## config.mk

```make
export PLATFORM = sky130hd
export DESIGN_NAME = watchpoint_trace_debug_unit
export DESIGN_NICKNAME = d
export VERILOG_FILES = /design/src/hdl/watchpoint_trace_debug_unit.v
export VERILOG_INCLUDE_DIRS = /design/src /design/src/include
export SDC_FILE = /design/constraint.sdc
export NUM_CORES = 1
export LEC_CHECK = 0
export BUFFER_PORTS_ARGS = -buffer_cell sky130_fd_sc_hd__buf_2
export CAP_MARGIN = 20
export CORE_ASPECT_RATIO = 1.2
export CORE_MARGIN = 1.5
export CORE_UTILIZATION = 36
export DETAILED_ROUTE_END_ITERATION = 16
export GPL_ROUTABILITY_DRIVEN = 0
export SYNTH_ARGS = -nofsm -noshare
export SYNTH_HDL_FRONTEND = slang
export SYNTH_SLANG_ARGS = --single-unit
```

## constraint.sdc

```tcl
create_clock -name pclk -period 2.2 [get_ports pclk]
set_input_delay 0.44 -clock pclk [delete_from_list [all_inputs] [get_ports pclk]]
set_output_delay 0.44 -clock pclk [all_outputs]
set_load 0.03 [all_outputs]
```

## src/include/wtdu_consts.vh

```
// constants for the watchpoint / trace trigger debug unit
// assumes a 32-bit apb register bus and a single pclk domain
`ifndef WTDU_CONSTS_VH
`define WTDU_CONSTS_VH
// register byte offsets
`define OFS_STATUS 12'h000
`define OFS_TRIGGER 12'h004
`define OFS_WINDOW 12'h008
`define OFS_CMP1_CTRL 12'h00C
`define OFS_CMP2_CTRL 12'h010
`define OFS_TRACE_MODE 12'h014
`define OFS_CMP1_ADDR 12'h018
`define OFS_CMP2_ADDR 12'h01C
`define OFS_CMP1_DATA 12'h020
`define OFS_CMP2_DATA 12'h024
// status bit positions
`define ST_DEBUG 5
`define ST_STOP 4
`define ST_HWERR 3
`define ST_HWBRK 2
`define ST_SWBRK 1
`define ST_STEP 0
// trigger register fields
`define TR_PSTART 31:29
`define TR_PSTOP 28:26
`define TR_DSTART 25:23
`define TR_DSTOP 22:20
`define TR_WMASK 32'hFFF00000
`define TR_SEL_LSB 20
`define TR_PFLAG 1
`define TR_DFLAG 0
// window control fields
`define WIN_MASK 32'hFF0000F0
`define WIN_DIR_LSB 24
`define WIN_RNG_LSB 4
// comparator control fields
`define CC_ACT 31:30
`define CC_DIR 29:28
`define CC_BMASK 23:20
`define CC_OPER 17:15
`define CC_EVT 14
`define CC_CMSK 10:6
`define CC_CVAL 4:0
`define CC_WMASK 32'hF0F3C7DF
// encodings
`define ACT_BREAK 2'h1
`define ACT_WATCH 2'h3
`define DIR_READ 2'h0
`define DIR_WRITE 2'h1
`define DIR_ANY 2'h2
`define OP_DATA 3'h3
`define OP_IADDR 3'h4
`define OP_DADDR 3'h5
`define OP_BOTH 3'h7
`define SZ_8 2'h0
`define SZ_24 2'h1
`define SZ_32 2'h2
// trace mode bits
`define TM_OWN 0
`define TM_DATA 1
`define TM_PROG 2
`define TM_WIDTH 3
`endif

```

## src/hdl/watchpoint_trace_debug_unit.v

```verilog
// watchpoint, breakpoint and trace trigger logic of the coprocessor debug module
// assumes engine strobes are synchronous to pclk; tool reaches registers over apb
// Functional notes
// [RL1] status bit 5 halted, bit 4 low-power stopped, bit 0 single-step halt
// [RL2] status bit 3 shows non-recoverable signature miscompare
// [RL3] status bit 2 hardware breakpoint, bit 1 halt instruction breakpoint
// [RL4] watchpoint programmed to start and stop toggles the trace flag
// [RL5] start and stop watchpoints in same cycle toggle the trace flag
// [RL6] trigger flags ORed with trace mode bits drive trace enables
// [RL7] program start select 31-29: none, cmp1, cmp2, chanwr, hsr, link, mrl, tdl
// [RL8] program stop select 28-26 same coding, clears flag, 000 disables
// [RL9] data start 25-23 and stop 22-20 set or clear data flag
// [RL10] trigger bits 1,0 read flags; writing 1 clears, 0 keeps
// [RL11] four 2-bit window directions in 31-24: none, reads, writes, both
// [RL12] range bits 7-4 select inside (0) or outside (1) window match
// [RL13] reserved field encodings behave like the field reset value
// [RL14] breakpoint halts before instruction or before memory access
// [RL15] accesses during slot transition never produce breakpoints; code screens memory accesses only, fetch address matches still break
// [RL16] action 31-30: 00 off, 01 breakpoint, 10 reserved, 11 watchpoint
// [RL17] direction 29-28: read, write, any; 11 reserved
// [RL18] byte mask 23-20 excludes data bytes, bit 0 is lsb byte
// [RL19] size unit 19-18 reads 00 always
// [RL20] operand 17-15: off, write data, iaddr, data addr, data and addr
// [RL21] bit 14 routes occurrence to active-low event output
// [RL22] serviced channel must equal value 4-0 on mask 10-6 bits
// [RL23] trace mode 2-0: own, data, program trace enables
// [RL24] address match when equal on all mask-selected bits
// [RL25] data compare: 8-bit msbs, 24-bit lsbs, 32-bit all
// [RL26] watchpoint match gives one-cycle pulse, no halt
// [RL27] trigger flags reset-cleared; status flags follow live conditions
//
// Local design decisions: the placing of the registers and register access over APB.
`timescale 1ns/100ps
`default_nettype none
`include "wtdu_consts.vh"

module watchpoint_trace_debug_unit (
  input wire pclk,
  input wire presetn,
  input wire psel,
  input wire penable,
  input wire pwrite,
  input wire [11:0] paddr,
  input wire [31:0] pwdata,
  output reg [31:0] prdata,
  output wire pready,
  output wire pslverr,
  input wire halted_in_debug_flag,
  input wire low_power_stopped_flag,
  input wire hardware_error_flag,
  input wire software_break_flag,
  input wire single_step_flag,
  input wire [4:0] serviced_channel,
  input wire slot_transition_phase,
  input wire ifetch_valid,
  input wire [15:0] ifetch_addr,
  input wire mem_valid,
  input wire mem_write,
  input wire [1:0] mem_size,
  input wire [13:0] mem_addr,
  input wire [31:0] mem_wdata,
  input wire [4:0] misc_watch_pulse,
  output wire break_request,
  output wire [1:0] watch_pulse,
  output reg event_out_pin_n,
  output wire [`TM_WIDTH-1:0] trace_enable,
  output wire [3:0] window_read_enable,
  output wire [3:0] window_write_enable,
  output wire [3:0] window_outside
);

  // ==========================================================
  // register storage
  reg [31:0] trigger;
  reg [31:0] window_ctrl;
  // comparator registers live inside their own generate entries
  wire [63:0] cmp_ctrl_bus;
  wire [63:0] cmp_addr_bus;
  wire [63:0] cmp_data_bus;
  reg [31:0] next_prdata;
  reg [`TM_WIDTH-1:0] trace_type_enables;
  reg program_trigger_trace_flag;
  reg data_trigger_trace_flag;
  reg hw_break_seen;

  wire wr_access = psel & penable & pwrite;
  wire rd_setup = psel & ~penable;
  assign pready = 1'b1;
  assign pslverr = 1'b0;

  // ==========================================================
  // comparators
  wire [1:0] cmp_hit;
  wire [1:0] cmp_break;
  wire [1:0] cmp_event;

  genvar gi;
  generate
    for (gi = 0; gi < 2; gi = gi + 1)
    begin : g_cmp
      wire [11:0] ctrl_ofs = (gi == 0) ? `OFS_CMP1_CTRL : `OFS_CMP2_CTRL;
      wire [11:0] addr_ofs = (gi == 0) ? `OFS_CMP1_ADDR : `OFS_CMP2_ADDR;
      wire [11:0] data_ofs = (gi == 0) ? `OFS_CMP1_DATA : `OFS_CMP2_DATA;
      reg [31:0] c;
      reg [31:0] a;
      reg [31:0] d;

      // size unit and reserved bits are never stored, so they read 0
      always @(posedge pclk or negedge presetn)
      begin
        if (!presetn)
        begin
          c <= 32'h00000000;
          a <= 32'h00000000;
          d <= 32'h00000000;
        end
        else if (wr_access)
        begin
          if (paddr == ctrl_ofs)
            c <= pwdata & `CC_WMASK; // RL19
          if (paddr == addr_ofs)
            a <= pwdata;
          if (paddr == data_ofs)
            d <= pwdata;
        end
      end

      assign cmp_ctrl_bus[32 * gi +: 32] = c;
      assign cmp_addr_bus[32 * gi +: 32] = a;
      assign cmp_data_bus[32 * gi +: 32] = d;
      // reserved codes fall back to the reset (disabled/read) behaviour
      wire [1:0] act = (c[`CC_ACT] == 2'h2) ? 2'h0 : c[`CC_ACT]; // RL13 RL16
      wire [1:0] dir = (c[`CC_DIR] == 2'h3) ? `DIR_READ : c[`CC_DIR]; // RL13 RL17
      wire [2:0] op = c[`CC_OPER];
      wire chan_ok = ((c[`CC_CVAL] ^ serviced_channel) & c[`CC_CMSK]) == 5'h00; // RL22
      wire [13:0] am = a[31:18];
      wire iaddr_ok = ((a[15:2] ^ ifetch_addr[15:2]) & am) == 14'h0000; // RL24
      // data address ignores the two msbs; word addressable
      wire daddr_ok = ((a[13:2] ^ mem_addr[13:2]) & am[11:0]) == 12'h000; // RL24
      wire dir_ok = (dir == `DIR_ANY) | ((dir == `DIR_WRITE) == mem_write); // RL17
      reg [31:0] size_mask;
      always @*
      begin
        case (mem_size)
          `SZ_8: size_mask = 32'hFF000000; // RL25
          `SZ_24: size_mask = 32'h00FFFFFF; // RL25
          default: size_mask = 32'hFFFFFFFF; // RL25
        endcase
      end
      wire [31:0] byte_keep = {{8{~c[23]}}, {8{~c[22]}}, {8{~c[21]}}, {8{~c[20]}}}; // RL18
      wire data_ok = ((d ^ mem_wdata) & size_mask & byte_keep) == 32'h00000000;
      // slot-transition memory accesses are screened out here; fetches are not
      wire mem_q = mem_valid & ~slot_transition_phase; // RL15
      reg match;
      always @*
      begin
        case (op)
          `OP_DATA: match = mem_q & mem_write & data_ok; // RL20
          `OP_IADDR: match = ifetch_valid & iaddr_ok; // RL20
          `OP_DADDR: match = mem_q & dir_ok & daddr_ok; // RL20
          `OP_BOTH: match = mem_q & mem_write & data_ok & daddr_ok; // RL20
          default: match = 1'b0; // RL13
        endcase
      end
      assign cmp_hit[gi] = match & chan_ok & (act == `ACT_WATCH); // RL26
      assign cmp_break[gi] = match & chan_ok & (act == `ACT_BREAK);
      assign cmp_event[gi] = (cmp_hit[gi] | cmp_break[gi]) & c[`CC_EVT]; // RL21
    end
  endgenerate

  // combinational so the engine halts before the access or instruction
  assign break_request = |cmp_break; // RL14
  assign watch_pulse = cmp_hit; // RL26

  // ==========================================================
  // trace triggers
  wire [7:0] wp_src = {misc_watch_pulse[4:0], cmp_hit, 1'b0};
  wire [3:0] sel_pulse;
  generate
    for (gi = 0; gi < 4; gi = gi + 1)
    begin : g_sel
      // each 3-bit select picks one source; code 000 is tied low
      wire [2:0] code = trigger[`TR_SEL_LSB + 3 * gi +: 3];
      assign sel_pulse[gi] = wp_src[code];
    end
  endgenerate
  wire p_start = sel_pulse[3]; // RL7
  wire p_stop = sel_pulse[2]; // RL8
  wire d_start = sel_pulse[1]; // RL9
  wire d_stop = sel_pulse[0]; // RL9

  wire wr_trig = wr_access & (paddr == `OFS_TRIGGER);
  wire p_clr = wr_trig & pwdata[`TR_PFLAG]; // RL10
  wire d_clr = wr_trig & pwdata[`TR_DFLAG]; // RL10
  wire [1:0] flag_start = {p_start, d_start};
  wire [1:0] flag_stop = {p_stop, d_stop};
  wire [1:0] flag_clr = {p_clr, d_clr};
  wire [1:0] flag_cur = {program_trigger_trace_flag, data_trigger_trace_flag};
  wire [1:0] next_flags;

  // index 1 is the program flag, index 0 the data flag
  generate
    for (gi = 0; gi < 2; gi = gi + 1)
    begin : g_flag
      // a trigger in the clear cycle wins over the software clear
      wire kept = flag_cur[gi] & ~flag_clr[gi];
      reg nf;
      always @*
      begin
        if (flag_start[gi] & flag_stop[gi])
          nf = ~kept; // RL4 RL5
        else if (flag_start[gi])
          nf = 1'b1;
        else if (flag_stop[gi])
          nf = 1'b0;
        else
          nf = kept;
      end
      assign next_flags[gi] = nf;
    end
  endgenerate

  // trace enables: register mode bit, or trigger flag for data and program
  assign trace_enable[`TM_OWN] = trace_type_enables[`TM_OWN]; // RL23
  assign trace_enable[`TM_DATA] = trace_type_enables[`TM_DATA] | data_trigger_trace_flag; // RL6
  assign trace_enable[`TM_PROG] = trace_type_enables[`TM_PROG] | program_trigger_trace_flag; // RL6

  // ==========================================================
  // data trace windows
  generate
    for (gi = 0; gi < 4; gi = gi + 1)
    begin : g_win
      wire [1:0] window_direction_select = window_ctrl[`WIN_DIR_LSB + 2 * gi +: 2];
      assign window_read_enable[gi] = window_direction_select[0]; // RL11
      assign window_write_enable[gi] = window_direction_select[1]; // RL11
      assign window_outside[gi] = window_ctrl[`WIN_RNG_LSB + gi]; // RL12
    end
  endgenerate

  // ==========================================================
  // trace trigger flags
  // only module reset, a stop trigger or a software clear lowers them
  always @(posedge pclk or negedge presetn)
  begin
    if (!presetn)
    begin
      program_trigger_trace_flag <= 1'b0; // RL27
      data_trigger_trace_flag <= 1'b0; // RL27
    end
    else
    begin
      program_trigger_trace_flag <= next_flags[1];
      data_trigger_trace_flag <= next_flags[0];
    end
  end

  // ==========================================================
  // event pin and hardware break status
  // registered so the pin never glitches while comparators settle
  // misc sources have no event control here and never drive the pin
  always @(posedge pclk or negedge presetn)
  begin
    if (!presetn)
      event_out_pin_n <= 1'b1;
    else
      event_out_pin_n <= ~(|cmp_event); // RL21
  end

  // hardware break stays only while the engine remains halted
  always @(posedge pclk or negedge presetn)
  begin
    if (!presetn)
      hw_break_seen <= 1'b0;
    else if (!halted_in_debug_flag)
      hw_break_seen <= break_request; // RL27
    else if (break_request)
      hw_break_seen <= 1'b1;
  end

  // ==========================================================
  // control register writes
  // trigger flag bits are not stored; a write there is a clear strobe
  always @(posedge pclk or negedge presetn)
  begin
    if (!presetn)
    begin
      trigger <= 32'h00000000;
      window_ctrl <= 32'h00000000;
      trace_type_enables <= 3'h0;
    end
    else if (wr_access)
    begin
      case (paddr)
        `OFS_TRIGGER: trigger <= pwdata & `TR_WMASK;
        `OFS_WINDOW: window_ctrl <= pwdata & `WIN_MASK;
        `OFS_TRACE_MODE: trace_type_enables <= pwdata[`TM_WIDTH-1:0];
        default: trigger <= trigger;
      endcase
    end
  end

  // ==========================================================
  // read mux
  wire [31:0] status_word = {26'h0,
    halted_in_debug_flag, // RL1
    low_power_stopped_flag, // RL1
    hardware_error_flag, // RL2
    hw_break_seen & halted_in_debug_flag, // RL3
    software_break_flag, // RL3
    single_step_flag}; // RL1

  // unmapped offsets read as zero
  always @*
  begin
    case (paddr)
      `OFS_STATUS: next_prdata = status_word;
      `OFS_TRIGGER: next_prdata = trigger
        | {30'h0, program_trigger_trace_flag, data_trigger_trace_flag}; // RL10
      `OFS_WINDOW: next_prdata = window_ctrl;
      `OFS_CMP1_CTRL: next_prdata = cmp_ctrl_bus[31:0];
      `OFS_CMP2_CTRL: next_prdata = cmp_ctrl_bus[63:32];
      `OFS_TRACE_MODE: next_prdata = {29'h0, trace_type_enables};
      `OFS_CMP1_ADDR: next_prdata = cmp_addr_bus[31:0];
      `OFS_CMP2_ADDR: next_prdata = cmp_addr_bus[63:32];
      `OFS_CMP1_DATA: next_prdata = cmp_data_bus[31:0];
      `OFS_CMP2_DATA: next_prdata = cmp_data_bus[63:32];
      default: next_prdata = 32'h00000000;
    endcase
  end

  // read data is captured in the setup cycle and stands through the access
  always @(posedge pclk or negedge presetn)
  begin
    if (!presetn)
      prdata <= 32'h00000000;
    else if (rd_setup)
      prdata <= next_prdata;
  end

endmodule

`default_nettype wire

```

[Yosys cells after proc, flatten, opt, wreduce, memory -nomap -nowiden]
Index checks and enable logic that the tools add are counted.
Word-level totals
  bits of input ports: 132
  bits in registers: 235
  output and inout bits: 53
Operators by class
  bitwise logic cells: 71
  magnitude comparators: 4
  reductions and logical operators: 21
  multiplexer cells: 24
  equal/unequal tests: 33
Operators by type and width (count)
  32-bit case mux with 10 select lines: 1
  32-bit bitwise AND: 4
  32-bit zero test: 2
  32-bit case mux with 2 select lines: 1
  32-bit XOR: 2
  12-bit by 5-bit == test with 1-bit output, second input constant: 4
  12-bit zero test: 3
  32-bit by 2-bit bitwise OR with 32-bit output: 1
  1-bit bitwise AND: 31
  14-bit bitwise AND: 2
  14-bit zero test: 2
  14-bit XOR: 2
  12-bit bitwise AND: 2
  12-bit by 4-bit == test with 1-bit output, second input constant: 2
  12-bit by 6-bit == test with 1-bit output, second input constant: 2
  12-bit XOR: 2
  3-bit == test, second input constant: 6
  2-bit AND reduction: 9
  2-bit == test, second input constant: 8
  3-bit by 4-bit < comparator with 1-bit output, second input constant: 4
  1-bit NOT: 15
  1-bit binary-select mux with 3-bit select: 4
  12-bit by 3-bit == test with 1-bit output, second input constant: 1
  1-bit two-way mux: 12
  12 further kinds: 31

[Depth between registers and ports, before layout]
Gate-level depths: netlist of run 1.
  depth in word-level cells: 15
  mapped depth: 9

[Worst setup path before layout of run 1]
OpenSTA, ideal clock, no wires.
  kind: input port to output port
  start: in mem_write
  end: out break_request
  path buffers: 1
  data required time: 1760 ps
  arrival: 2290 ps
  cell stages on the path: 7
  slack: -530 ps
  path through: clkbuf_1 -> nand4b_1 -> a221oi_1 -> nand3_1 -> nor4_1 -> o211ai_1 -> o21ai_0
On the way
  longest elaborated chain between the ends: 8
  elaborated cells on any way between the ends: 20
  those cells by class: eq/ne: 2; mux: 2; bitwise: 15; reduce/logical: 1
RTL lines
  from (decl): RTL line watchpoint_trace_debug_unit.v:58  | input wire mem_write,
  1-bit == test: RTL line watchpoint_trace_debug_unit.v:140  | wire dir_ok = (dir == `DIR_ANY) | ((dir == `DIR_WRITE) == mem_write);
  1-bit bitwise OR: RTL line watchpoint_trace_debug_unit.v:140
  1-bit bitwise AND (2 in series): RTL line watchpoint_trace_debug_unit.v:160  | `OP_DADDR: match = mem_q & dir_ok & daddr_ok;
  1-bit case mux with 4 select lines: RTL line watchpoint_trace_debug_unit.v:157  | case (op)
  1-bit bitwise AND (2 in series): RTL line watchpoint_trace_debug_unit.v:166  | assign cmp_break[gi] = match & chan_ok & (act == `ACT_BREAK);
  2-bit OR reduction (*): RTL line watchpoint_trace_debug_unit.v:172  | assign break_request = |cmp_break;
  to (decl): RTL line watchpoint_trace_debug_unit.v:63  | output wire break_request,
Every way passes the cells marked *; elsewhere a longest branch is shown, timed or not.

[Worst setup path in the final report of run 1]
  start: reg g_cmp[1].a[6]
  end: out break_request
On the way
  longest elaborated chain between the ends: 8
  elaborated cells on any way between the ends: 13
  those cells by class: mux: 1; bitwise: 9; reduce/logical: 3
RTL lines
  from (decl): RTL line watchpoint_trace_debug_unit.v:105  | reg [31:0] a;
  from (signal assigned): RTL line watchpoint_trace_debug_unit.v:122  | a <= pwdata;
  14-bit XOR / 12-bit XOR (equally long branches): RTL line watchpoint_trace_debug_unit.v:137, watchpoint_trace_debug_unit.v:139
  14-bit bitwise AND / 12-bit bitwise AND (equally long branches): RTL line watchpoint_trace_debug_unit.v:137, watchpoint_trace_debug_unit.v:139
  14-bit zero test / 12-bit zero test (equally long branches): RTL line watchpoint_trace_debug_unit.v:137, watchpoint_trace_debug_unit.v:139
  1-bit bitwise AND, on equally long branches: RTL line watchpoint_trace_debug_unit.v:159, watchpoint_trace_debug_unit.v:160, watchpoint_trace_debug_unit.v:161
  1-bit case mux with 4 select lines (*): RTL line watchpoint_trace_debug_unit.v:157
  1-bit bitwise AND (*) (2 in series): RTL line watchpoint_trace_debug_unit.v:166
  2-bit OR reduction (*): RTL line watchpoint_trace_debug_unit.v:172
Marked as above.

==> results of run 1 <==
==> how the worst min path moves through the flow <==
stage / from / depth (start not counted) / slack, ns / end
floorplan: presetn / 0 / 0.14 / data_trigger_trace_flag
global placement: presetn / 1 / 0.42 / g_cmp[1].d[0]
detailed placement: presetn / 1 / 0.42 / g_cmp[1].d[0]
CTS: pwdata[18] / 2 / 0.15 / g_cmp[0].d[18]
global route: pwdata[18] / 2 / 0.16 / g_cmp[1].a[18]
finish: pwdata[18] / 2 / 0.17 / g_cmp[1].a[18]
==> state kept, by name, indices dropped and copies added (netlist names) <==
signal / count
window_ctrl: 12
hw_break_seen: 1
g_cmp.d: 64
data_trigger_trace_flag: 1
g_cmp.a: 64
prdata: 32
trigger: 12
event_out_pin_n: 1
trace_type_enables: 3
program_trigger_trace_flag: 1
g_cmp.c: 44
==> layer usage <==
layer | part of all wire | track usage | up-vias
met3 | 0.070 | 0.0489 | 95
met1 | 0.40 | 0.320 | 5271
li1 | - | - | 4765
met5 | 0 | 0 | -
met2 | 0.49 | 0.445 | 401
met4 | 0.040 | 0.108 | 0
==> cell families after synthesis <==
| family | share of synthesized area |
|---|---|
| AOI/OAI and AO/OA | 0.129 |
| other | 0.000614 |
| xor gates and xnor gates | 0.0916 |
| muxes | 0.197 |
| DFF | 0.481 |
| and+or+nand+nor | 0.0716 |
| buffers and inverters | 0.0289 |
==> power by group through the flow <==
| stage | Sequential [mW] | Clock [mW] | Combinational (mW) |
|---|---|---|---|
| final | 4.33 | 4.14 | 0.715 |
| after CTS | 4.33 | 4.19 | 0.704 |
| after global placement | 4.41 | 0 | 0.677 |
| after detailed placement | 4.41 | 0 | 0.681 |
| after global routing | 4.33 | 4.35 | 0.768 |
| after floorplan | 4.41 | 0 | 0.177 |
==> timing repair <==
action | CTS | global route
pin swaps | 29 | 17
endpoints found under the setup margin | 7 | 55
cloned | 0 | 3
hold buffers | 1 | 0
endpoints found under the hold margin | 49 | 0
buffers inserted | 6 | 9
gates resized for setup | 46 | 64
==> worst register-to-register path, delay by kind of cell (launching register included) <==
family          cells  cell delay, ns
compound gates      5            0.83
xor+xnor            1            0.18
buf+inv             3            0.47
flops               1            0.40
simple gates        2            0.50
==> layout by cell type, fill, tap and decap left out, drive strengths merged, types with 3 or more instances in the layout <==
master,count
a21o,10
or2,4
nor3,15
nor4,19
mux4,4
mux2i,6
nand2b,8
o211ai,4
nor2,23
buf,501
a22oi,55
a22o,11
nand3,17
clkbuf,41
inv,11
a21oi,21
nand2,56
mux2,201
dfrtp,234
xor2,126
o21ai,37
a222oi,26
o22ai,4
clkinv,4
or3b,3
a31oi,15
a221oi,12
a211oi,4
==> layout make-up <==
type / count / area, sq um
tap: 450 / 563
multi-input combinational: 717 / 6550
clock inverter: 5 / 38.8
fill: 2901 / 15700
timing repair buffer: 504 / 3780
clock buffer: 39 / 739
inverter: 11 / 41.3
sequential: 235 / 5880
==> per-stage QoR <==
stage	power, mW	TNS, ns	hold WS (ns)
5_1_grt	9.45	-6.66	0.163
4_1_cts	9.23	-2.82	0.148
3_3_place_gp	5.09	-84.69	0.417
3_5_place_dp	5.09	-89.01	0.419
2_1_floorplan	4.59	-35.68	0.144
6_report	9.19	-4.16	0.167
==> results.py, run 1 <==
metrics = {
    "synth": {
        "syn-num-nets": 1149,
        "ys_top_cells_by_count": "sky130_fd_sc_hd__dfrtp_1, sky130_fd_sc_hd__mux2_2, sky130_fd_sc_hd__xor2_1, sky130_fd_sc_hd__a22oi_1, sky130_fd_sc_hd__nand2_1",
        "netlist_top_cells_area": "sky130_fd_sc_hd__dfrtp_1, sky130_fd_sc_hd__mux2_2, sky130_fd_sc_hd__xor2_1, sky130_fd_sc_hd__a22oi_1, sky130_fd_sc_hd__mux2_1",
        "netlist-cell-type-count": 67,
        "mean_instance_size_in_the_synthesized_netlist_sq_um": 12.0,
        "yosys_warnings": 0,
        "synth_enable_flop_cells": 0,
        "async_flop_share": 1.00,
        "cell_count_after_synthesis": 1017,
        "seq_area_frac_synth": 0.481,
        "synth_area_sq_mm": 0.0122,
        "synth_top_area_cell": "sky130_fd_sc_hd__dfrtp_1",
        "yosys_most_used_dff": "sky130_fd_sc_hd__dfrtp_1",
        "synth.top_cell.area_share": 0.478,
        "synth-seq-cells": 235,
        "post-synth-top-count-cell": "sky130_fd_sc_hd__dfrtp_1",
    },
    "critical_path": {
        "worst-path-max-fanout": 2,
        "timing.critical_path.from_type": "register",
        "slowest_delay_ns": 0.41,
        "path_depth": 11,
        "r2r-start": "g_cmp[0].d[30]",
        "crit_end": "break_request",
        "reg2reg_slack_ns": -0.31,
        "number_of_buffers_and_inverters_on_the_critical_path": 3,
        "critical_path.endpoint_type": "output pin",
        "cpMaxStageDelayCell": "sky130_fd_sc_hd__dfrtp_1",
        "critPathKind": "register to output pin",
        "worst-r2r-cell-count": 11,
        "cells_along_the_critical_path": "xor2_1, a2111oi_2, buf_4, nand4_1, nor2_2, a21oi_2, nor4_2, nand2b_1, o21ai_1, buf_4, buf_6",
        "cpLargestDelayFamily": "simple AND/OR/NAND/NOR gates",
        "cp.required_ns": 1.76,
        "r2r-end": "data_trigger_trace_flag",
        "arrival_ns": 2.69,
        "critical_path.most_common_cell": "sky130_fd_sc_hd__buf_4",
        "cp-startpoint": "g_cmp[1].a[6]",
    },
    "cells_and_area": {
        "instances_no_fill": 1961,
        "post-route-cell-area_sq_mm": 0.0176,
        "share_of_post_route_cells_with_drive_strength_above_1": 0.540,
        "final_nets": 1627,
        "insertedDiodeCount": 0,
        "layout_overhead_on_the_synthesized_area_pct": 43.8,
        "utilization": 0.528,
    },
    "floorplan": {
        "start_util": 0.367,
        "number_of_i_o_pins": 185,
        "core-area_sq_mm": 0.0333,
        "num_rows": 73,
        "die_area_sq_mm": 0.0351,
        "die_h_microns": 205,
        "die_x_microns": 171,
    },
    "sta": {
        "setup_slack_ns": -0.932,
        "relSlewSlack": 0.599,
        "setup_repair_after_global_routing_missed_its_margin": "true",
        "achievable-frequency_ghz": 0.319,
        "fin_crit_sh": 1.42,
        "final.min_clock_period_ns": 3.13,
        "tightestPinTransition_ns": 0.601,
        "timing_max_transition_violations_final": 0,
        "clock_skew_ns": 0.0229,
        "finalHoldViolations": 0,
        "setup_viol": 54,
    },
    "placed_design": {
        "portBuffers": 178,
        "pre_cts_ws_ns": -0.875,
        "place_inst": 1900,
        "placedInstanceArea_sq_mm": 0.0162,
        "detailed_place_hpwl_microns": 34000,
    },
    "route": {
        "drt-wirelength-per-cell_microns": 23.6,
        "route.antenna.remaining_nets": 0,
        "avgViaCountPerCell": 5.37,
        "drt_first_iter_violations": 828,
        "post-route-drc-count": 0,
        "detailedRoute.firstPassIterationCount": 8,
        "totalWireLength_microns": 46200,
        "dr_total_vias": 10500,
    },
    "clock_tree": {
        "cts-buffers-inserted": 26,
        "count_of_h_tree_levels_built_during_cts": 1,
        "clock_sinks": 235,
        "worst_skew_pair.late_latency_ns": 0.56,
        "ctsRootBufferMaster": "sky130_fd_sc_hd__clkbuf_16",
        "clock_tree.buffer_depth": 3,
        "clk_pin_slew_worst_paths_ns": 0.06,
        "tritoncts_clock_tree": "done",
    },
    "global_routing": {
        "grt_start_max_net_pins": 62,
        "grt_pass1_wl_microns": 66800,
        "globalRouteOverflowTotal": 0,
        "track_usage": 0.260,
        "number_of_antenna_violations_at_the_first_check_in_global_routing": 0,
        "grt_pass1_vias": 11000,
    },
    "pwr": {
        "seqPwrFrac": 0.472,
        "worst_case_vdd_ir_drop_mv": 0.488,
        "power_density_mw_per_mm2": 522,
        "comb_power_share": 0.078,
        "power.share.switching": 0.246,
        "power_leakage_nw": 9.00,
        "pwr-share-clk": 0.450,
        "intPower_mw": 6.92,
        "power_switching_mw": 2.26,
    },
    "run_status": {
        "violations": "negative setup slack",
        "run_status": "finished, violations left",
    },
    "min_path": {
        "min-delay-path-class": "input port to register",
    },
    "flow_run": {
        "drv_cap": 0,
    },
}
No activity file was read; power rests on OpenSTA's default activity.
==> run 2, diff against run 1 <==
- ABC_AREA: unset -> 1
==> run 2 against run 1 <==
- the flow still finishes with violations (negative setup slack)
- final cell count is 36% higher
- largest power group is now clock
- critical path type unchanged
- clock-buffer cell count decreased by 3
- via count rose by 28%
- die area is 5.9% higher
- core utilization shrank 5.4 points
- clock power is 14% higher
==> results.py, run 2 <==
metrics = {
    "run_status": {
        "run_status": "finished, violations left",
        "violations": "negative setup slack",
    },
    "pwr": {
        "worst_case_vdd_ir_drop_mv": 0.469,
        "pwr-share-clk": 0.484,
        "seqPwrFrac": 0.445,
        "power.share.switching": 0.246,
        "power_density_mw_per_mm2": 575,
        "intPower_mw": 7.35,
        "comb_power_share": 0.071,
        "power_switching_mw": 2.40,
        "power_leakage_nw": 8.37,
    },
    "synth": {
        "ys_top_cells_by_count": "sky130_fd_sc_hd__nand2_1, sky130_fd_sc_hd__dfrtp_1, sky130_fd_sc_hd__inv_1, sky130_fd_sc_hd__o21ai_1, sky130_fd_sc_hd__nand3_1",
        "synth_enable_flop_cells": 0,
        "syn-num-nets": 1957,
        "seq_area_frac_synth": 0.453,
        "netlist_top_cells_area": "sky130_fd_sc_hd__dfrtp_1, sky130_fd_sc_hd__nand2_1, sky130_fd_sc_hd__o21ai_1, sky130_fd_sc_hd__inv_1, sky130_fd_sc_hd__nand3_1",
        "synth_top_area_cell": "sky130_fd_sc_hd__dfrtp_1",
        "post-synth-top-count-cell": "sky130_fd_sc_hd__nand2_1",
        "synth.top_cell.area_share": 0.451,
        "yosys_most_used_dff": "sky130_fd_sc_hd__dfrtp_1",
        "cell_count_after_synthesis": 1825,
        "mean_instance_size_in_the_synthesized_netlist_sq_um": 7.11,
        "synth-seq-cells": 235,
        "async_flop_share": 1.00,
        "synth_area_sq_mm": 0.0130,
        "yosys_warnings": 0,
        "netlist-cell-type-count": 38,
    },
    "sta": {
        "relSlewSlack": 0.555,
        "fin_crit_sh": 1.30,
        "finalHoldViolations": 0,
        "setup_tns_ns": -1.76,
        "tightestPinTransition_ns": 0.651,
        "setup_repair_after_global_routing_missed_its_margin": "true",
        "final.min_clock_period_ns": 2.85,
        "achievable-frequency_ghz": 0.350,
        "timing_max_transition_violations_final": 0,
        "setup_viol": 3,
        "setup_slack_ns": -0.654,
        "clock_skew_ns": 0.0114,
    },
    "min_path": {
        "min-delay-path-class": "input port to register",
    },
    "clock_tree": {
        "clk_pin_slew_worst_paths_ns": 0.06,
        "cts-buffers-inserted": 26,
        "tritoncts_clock_tree": "done",
        "clock_sinks": 235,
        "ctsRootBufferMaster": "sky130_fd_sc_hd__clkbuf_16",
        "count_of_h_tree_levels_built_during_cts": 1,
        "clock_tree.buffer_depth": 3,
        "worst_skew_pair.late_latency_ns": 0.55,
    },
    "critical_path": {
        "critical_path.endpoint_type": "output pin",
        "arrival_ns": 2.41,
        "critPathKind": "register to output pin",
        "timing.critical_path.from_type": "register",
        "worst-path-max-fanout": 5,
        "cp.required_ns": 1.76,
    },
    "global_routing": {
        "globalRouteOverflowTotal": 0,
        "grt_pass1_wl_microns": 74500,
        "grt_start_max_net_pins": 65,
        "grt_pass1_vias": 12900,
        "number_of_antenna_violations_at_the_first_check_in_global_routing": 5,
        "track_usage": 0.267,
    },
    "route": {
        "drt-wirelength-per-cell_microns": 18.5,
        "dr_total_vias": 13500,
        "route.antenna.remaining_nets": 0,
        "drt_first_iter_violations": 1226,
        "totalWireLength_microns": 49400,
        "avgViaCountPerCell": 5.08,
        "post-route-drc-count": 0,
        "detailedRoute.firstPassIterationCount": 5,
    },
    "cells_and_area": {
        "utilization": 0.474,
        "layout_overhead_on_the_synthesized_area_pct": 30.5,
        "largest_registers": "g_cmp.a: 64 flops, g_cmp.d: 64 flops, g_cmp.c: 44 flops",
        "instances_no_fill": 2662,
        "final_cell_mix": "sky130_fd_sc_hd__nand2_1, sky130_fd_sc_hd__dfrtp_1, sky130_fd_sc_hd__inv_1, sky130_fd_sc_hd__o21ai_1, sky130_fd_sc_hd__buf_4",
        "final_nets": 2306,
        "share_of_post_route_cells_with_drive_strength_above_1": 0.233,
        "layout.cells.most_common": "sky130_fd_sc_hd__nand2_1",
        "fillerInstances": 3738,
    },
    "placed_design": {
        "portBuffers": 178,
        "detailed_place_hpwl_microns": 37600,
        "place_inst": 2609,
    },
    "floorplan": {
        "die_x_microns": 176,
        "start_util": 0.363,
        "number_of_i_o_pins": 185,
        "num_rows": 76,
        "die_h_microns": 211,
        "die_area_sq_mm": 0.0372,
        "core-area_sq_mm": 0.0358,
    },
    "flow_run": {
        "drv_cap": 0,
    },
}
==> run 2: power groups by stage <==
| stage | Clock (mW) | Sequential, mW | Combinational [mW] |
|---|---|---|---|
| 3_3_place_gp | 0 | 4.41 | 0.668 |
| 2_1_floorplan | 0 | 4.41 | 0.244 |
| 5_1_grt | 4.95 | 4.33 | 0.757 |
| 4_1_cts | 4.79 | 4.33 | 0.688 |
| 6_report | 4.72 | 4.33 | 0.690 |
| 3_5_place_dp | 0 | 4.41 | 0.680 |
==> run 2: through the flow <==
| step | cell area [sq um] | setup WS, ns | power, mW | hold slack [ns] |
|---|---|---|---|---|
| after floorplan | 13000 | 0.0261 | 4.66 | 0.144 |
| after global placement | 15800 | -0.325 | 5.08 | 0.371 |
| after detailed placement | 15800 | -0.333 | 5.09 | 0.377 |
| after CTS | 16900 | -0.634 | 9.81 | 0.222 |
| after global routing | 16900 | -0.751 | 10.0 | 0.232 |
| final | 16900 | -0.654 | 9.74 | 0.234 |
==> run 2: timing repair <==
action | CTS | global route
cloned | 0 | 0
resized for setup | 31 | 33
buffers inserted | 2 | 3
hold buffers | 1 | 0
pin swaps | 8 | 16
endpoints found under the setup margin | 3 | 5
hold endpoints to repair | 38 | 0
==> run 2: path summary, 6_finish.rpt <==
path	cells past startpoint	slack (ns)	to	startpoint
max	13	-0.65	break_request	g_cmp[0].a[10]
min	3	0.23	g_cmp[0].d[13]	pwdata[13]
max reg2reg	18	0.08	program_trigger_trace_flag	g_cmp[0].a[10]
min reg2reg	2	0.47	prdata[19]	prdata[19]
max in group asynchronous	3	1.09	event_out_pin_n	presetn
min in group asynchronous	2	0.39	g_cmp[0].a[5]	presetn
==> run 2: layer usage <==
metal / GRT usage / wire [microns] / vias to the layer above
li1: - / - / 6583
met1: 0.337 / 20300 / 6327
met2: 0.447 / 23500 / 480
met3: 0.0367 / 3060 / 124
met4: 0.132 / 2470 / 4
met5: 0 / 23 / -
==> run 2: worst max-delay path: stages, from the launching register on <==
cell	delay, ns
sky130_fd_sc_hd__dfrtp_1	0.42
sky130_fd_sc_hd__nor2_1	0.13
sky130_fd_sc_hd__nor2_1	0.06
sky130_fd_sc_hd__nor2_1	0.17
sky130_fd_sc_hd__nand2_1	0.09
sky130_fd_sc_hd__nor2_2	0.12
sky130_fd_sc_hd__nand2_2	0.09
sky130_fd_sc_hd__nand2_2	0.07
sky130_fd_sc_hd__nand2_2	0.05
sky130_fd_sc_hd__a21oi_2	0.10
sky130_fd_sc_hd__buf_4	0.15
sky130_fd_sc_hd__nand4_1	0.16
sky130_fd_sc_hd__nand2_1	0.13
sky130_fd_sc_hd__buf_6	0.13
==> run 2: cell families after synthesis <==
logic type	synth area share
other	0.000579
AO/OA/AOI/OAI	0.146
flip-flops	0.453
XOR/XNOR	0.0189
buffers and inverters	0.0892
AND/OR/NAND/NOR	0.293
==> run 2: final cells by class <==
| cell class | count | area (sq um) | share of cell area |
|---|---|---|---|
| Antenna cell | 1 | 2.50 | 0.000148 |
| Clock buffer | 36 | 769 | 0.0454 |
| Clock inverter | 11 | 145 | 0.00857 |
| Inverter | 220 | 826 | 0.0487 |
| Multi-Input combinational cell | 1304 | 6070 | 0.358 |
| Sequential cell | 235 | 5880 | 0.347 |
| Tap cell | 468 | 586 | 0.0346 |
| Timing Repair Buffer | 387 | 2660 | 0.157 |
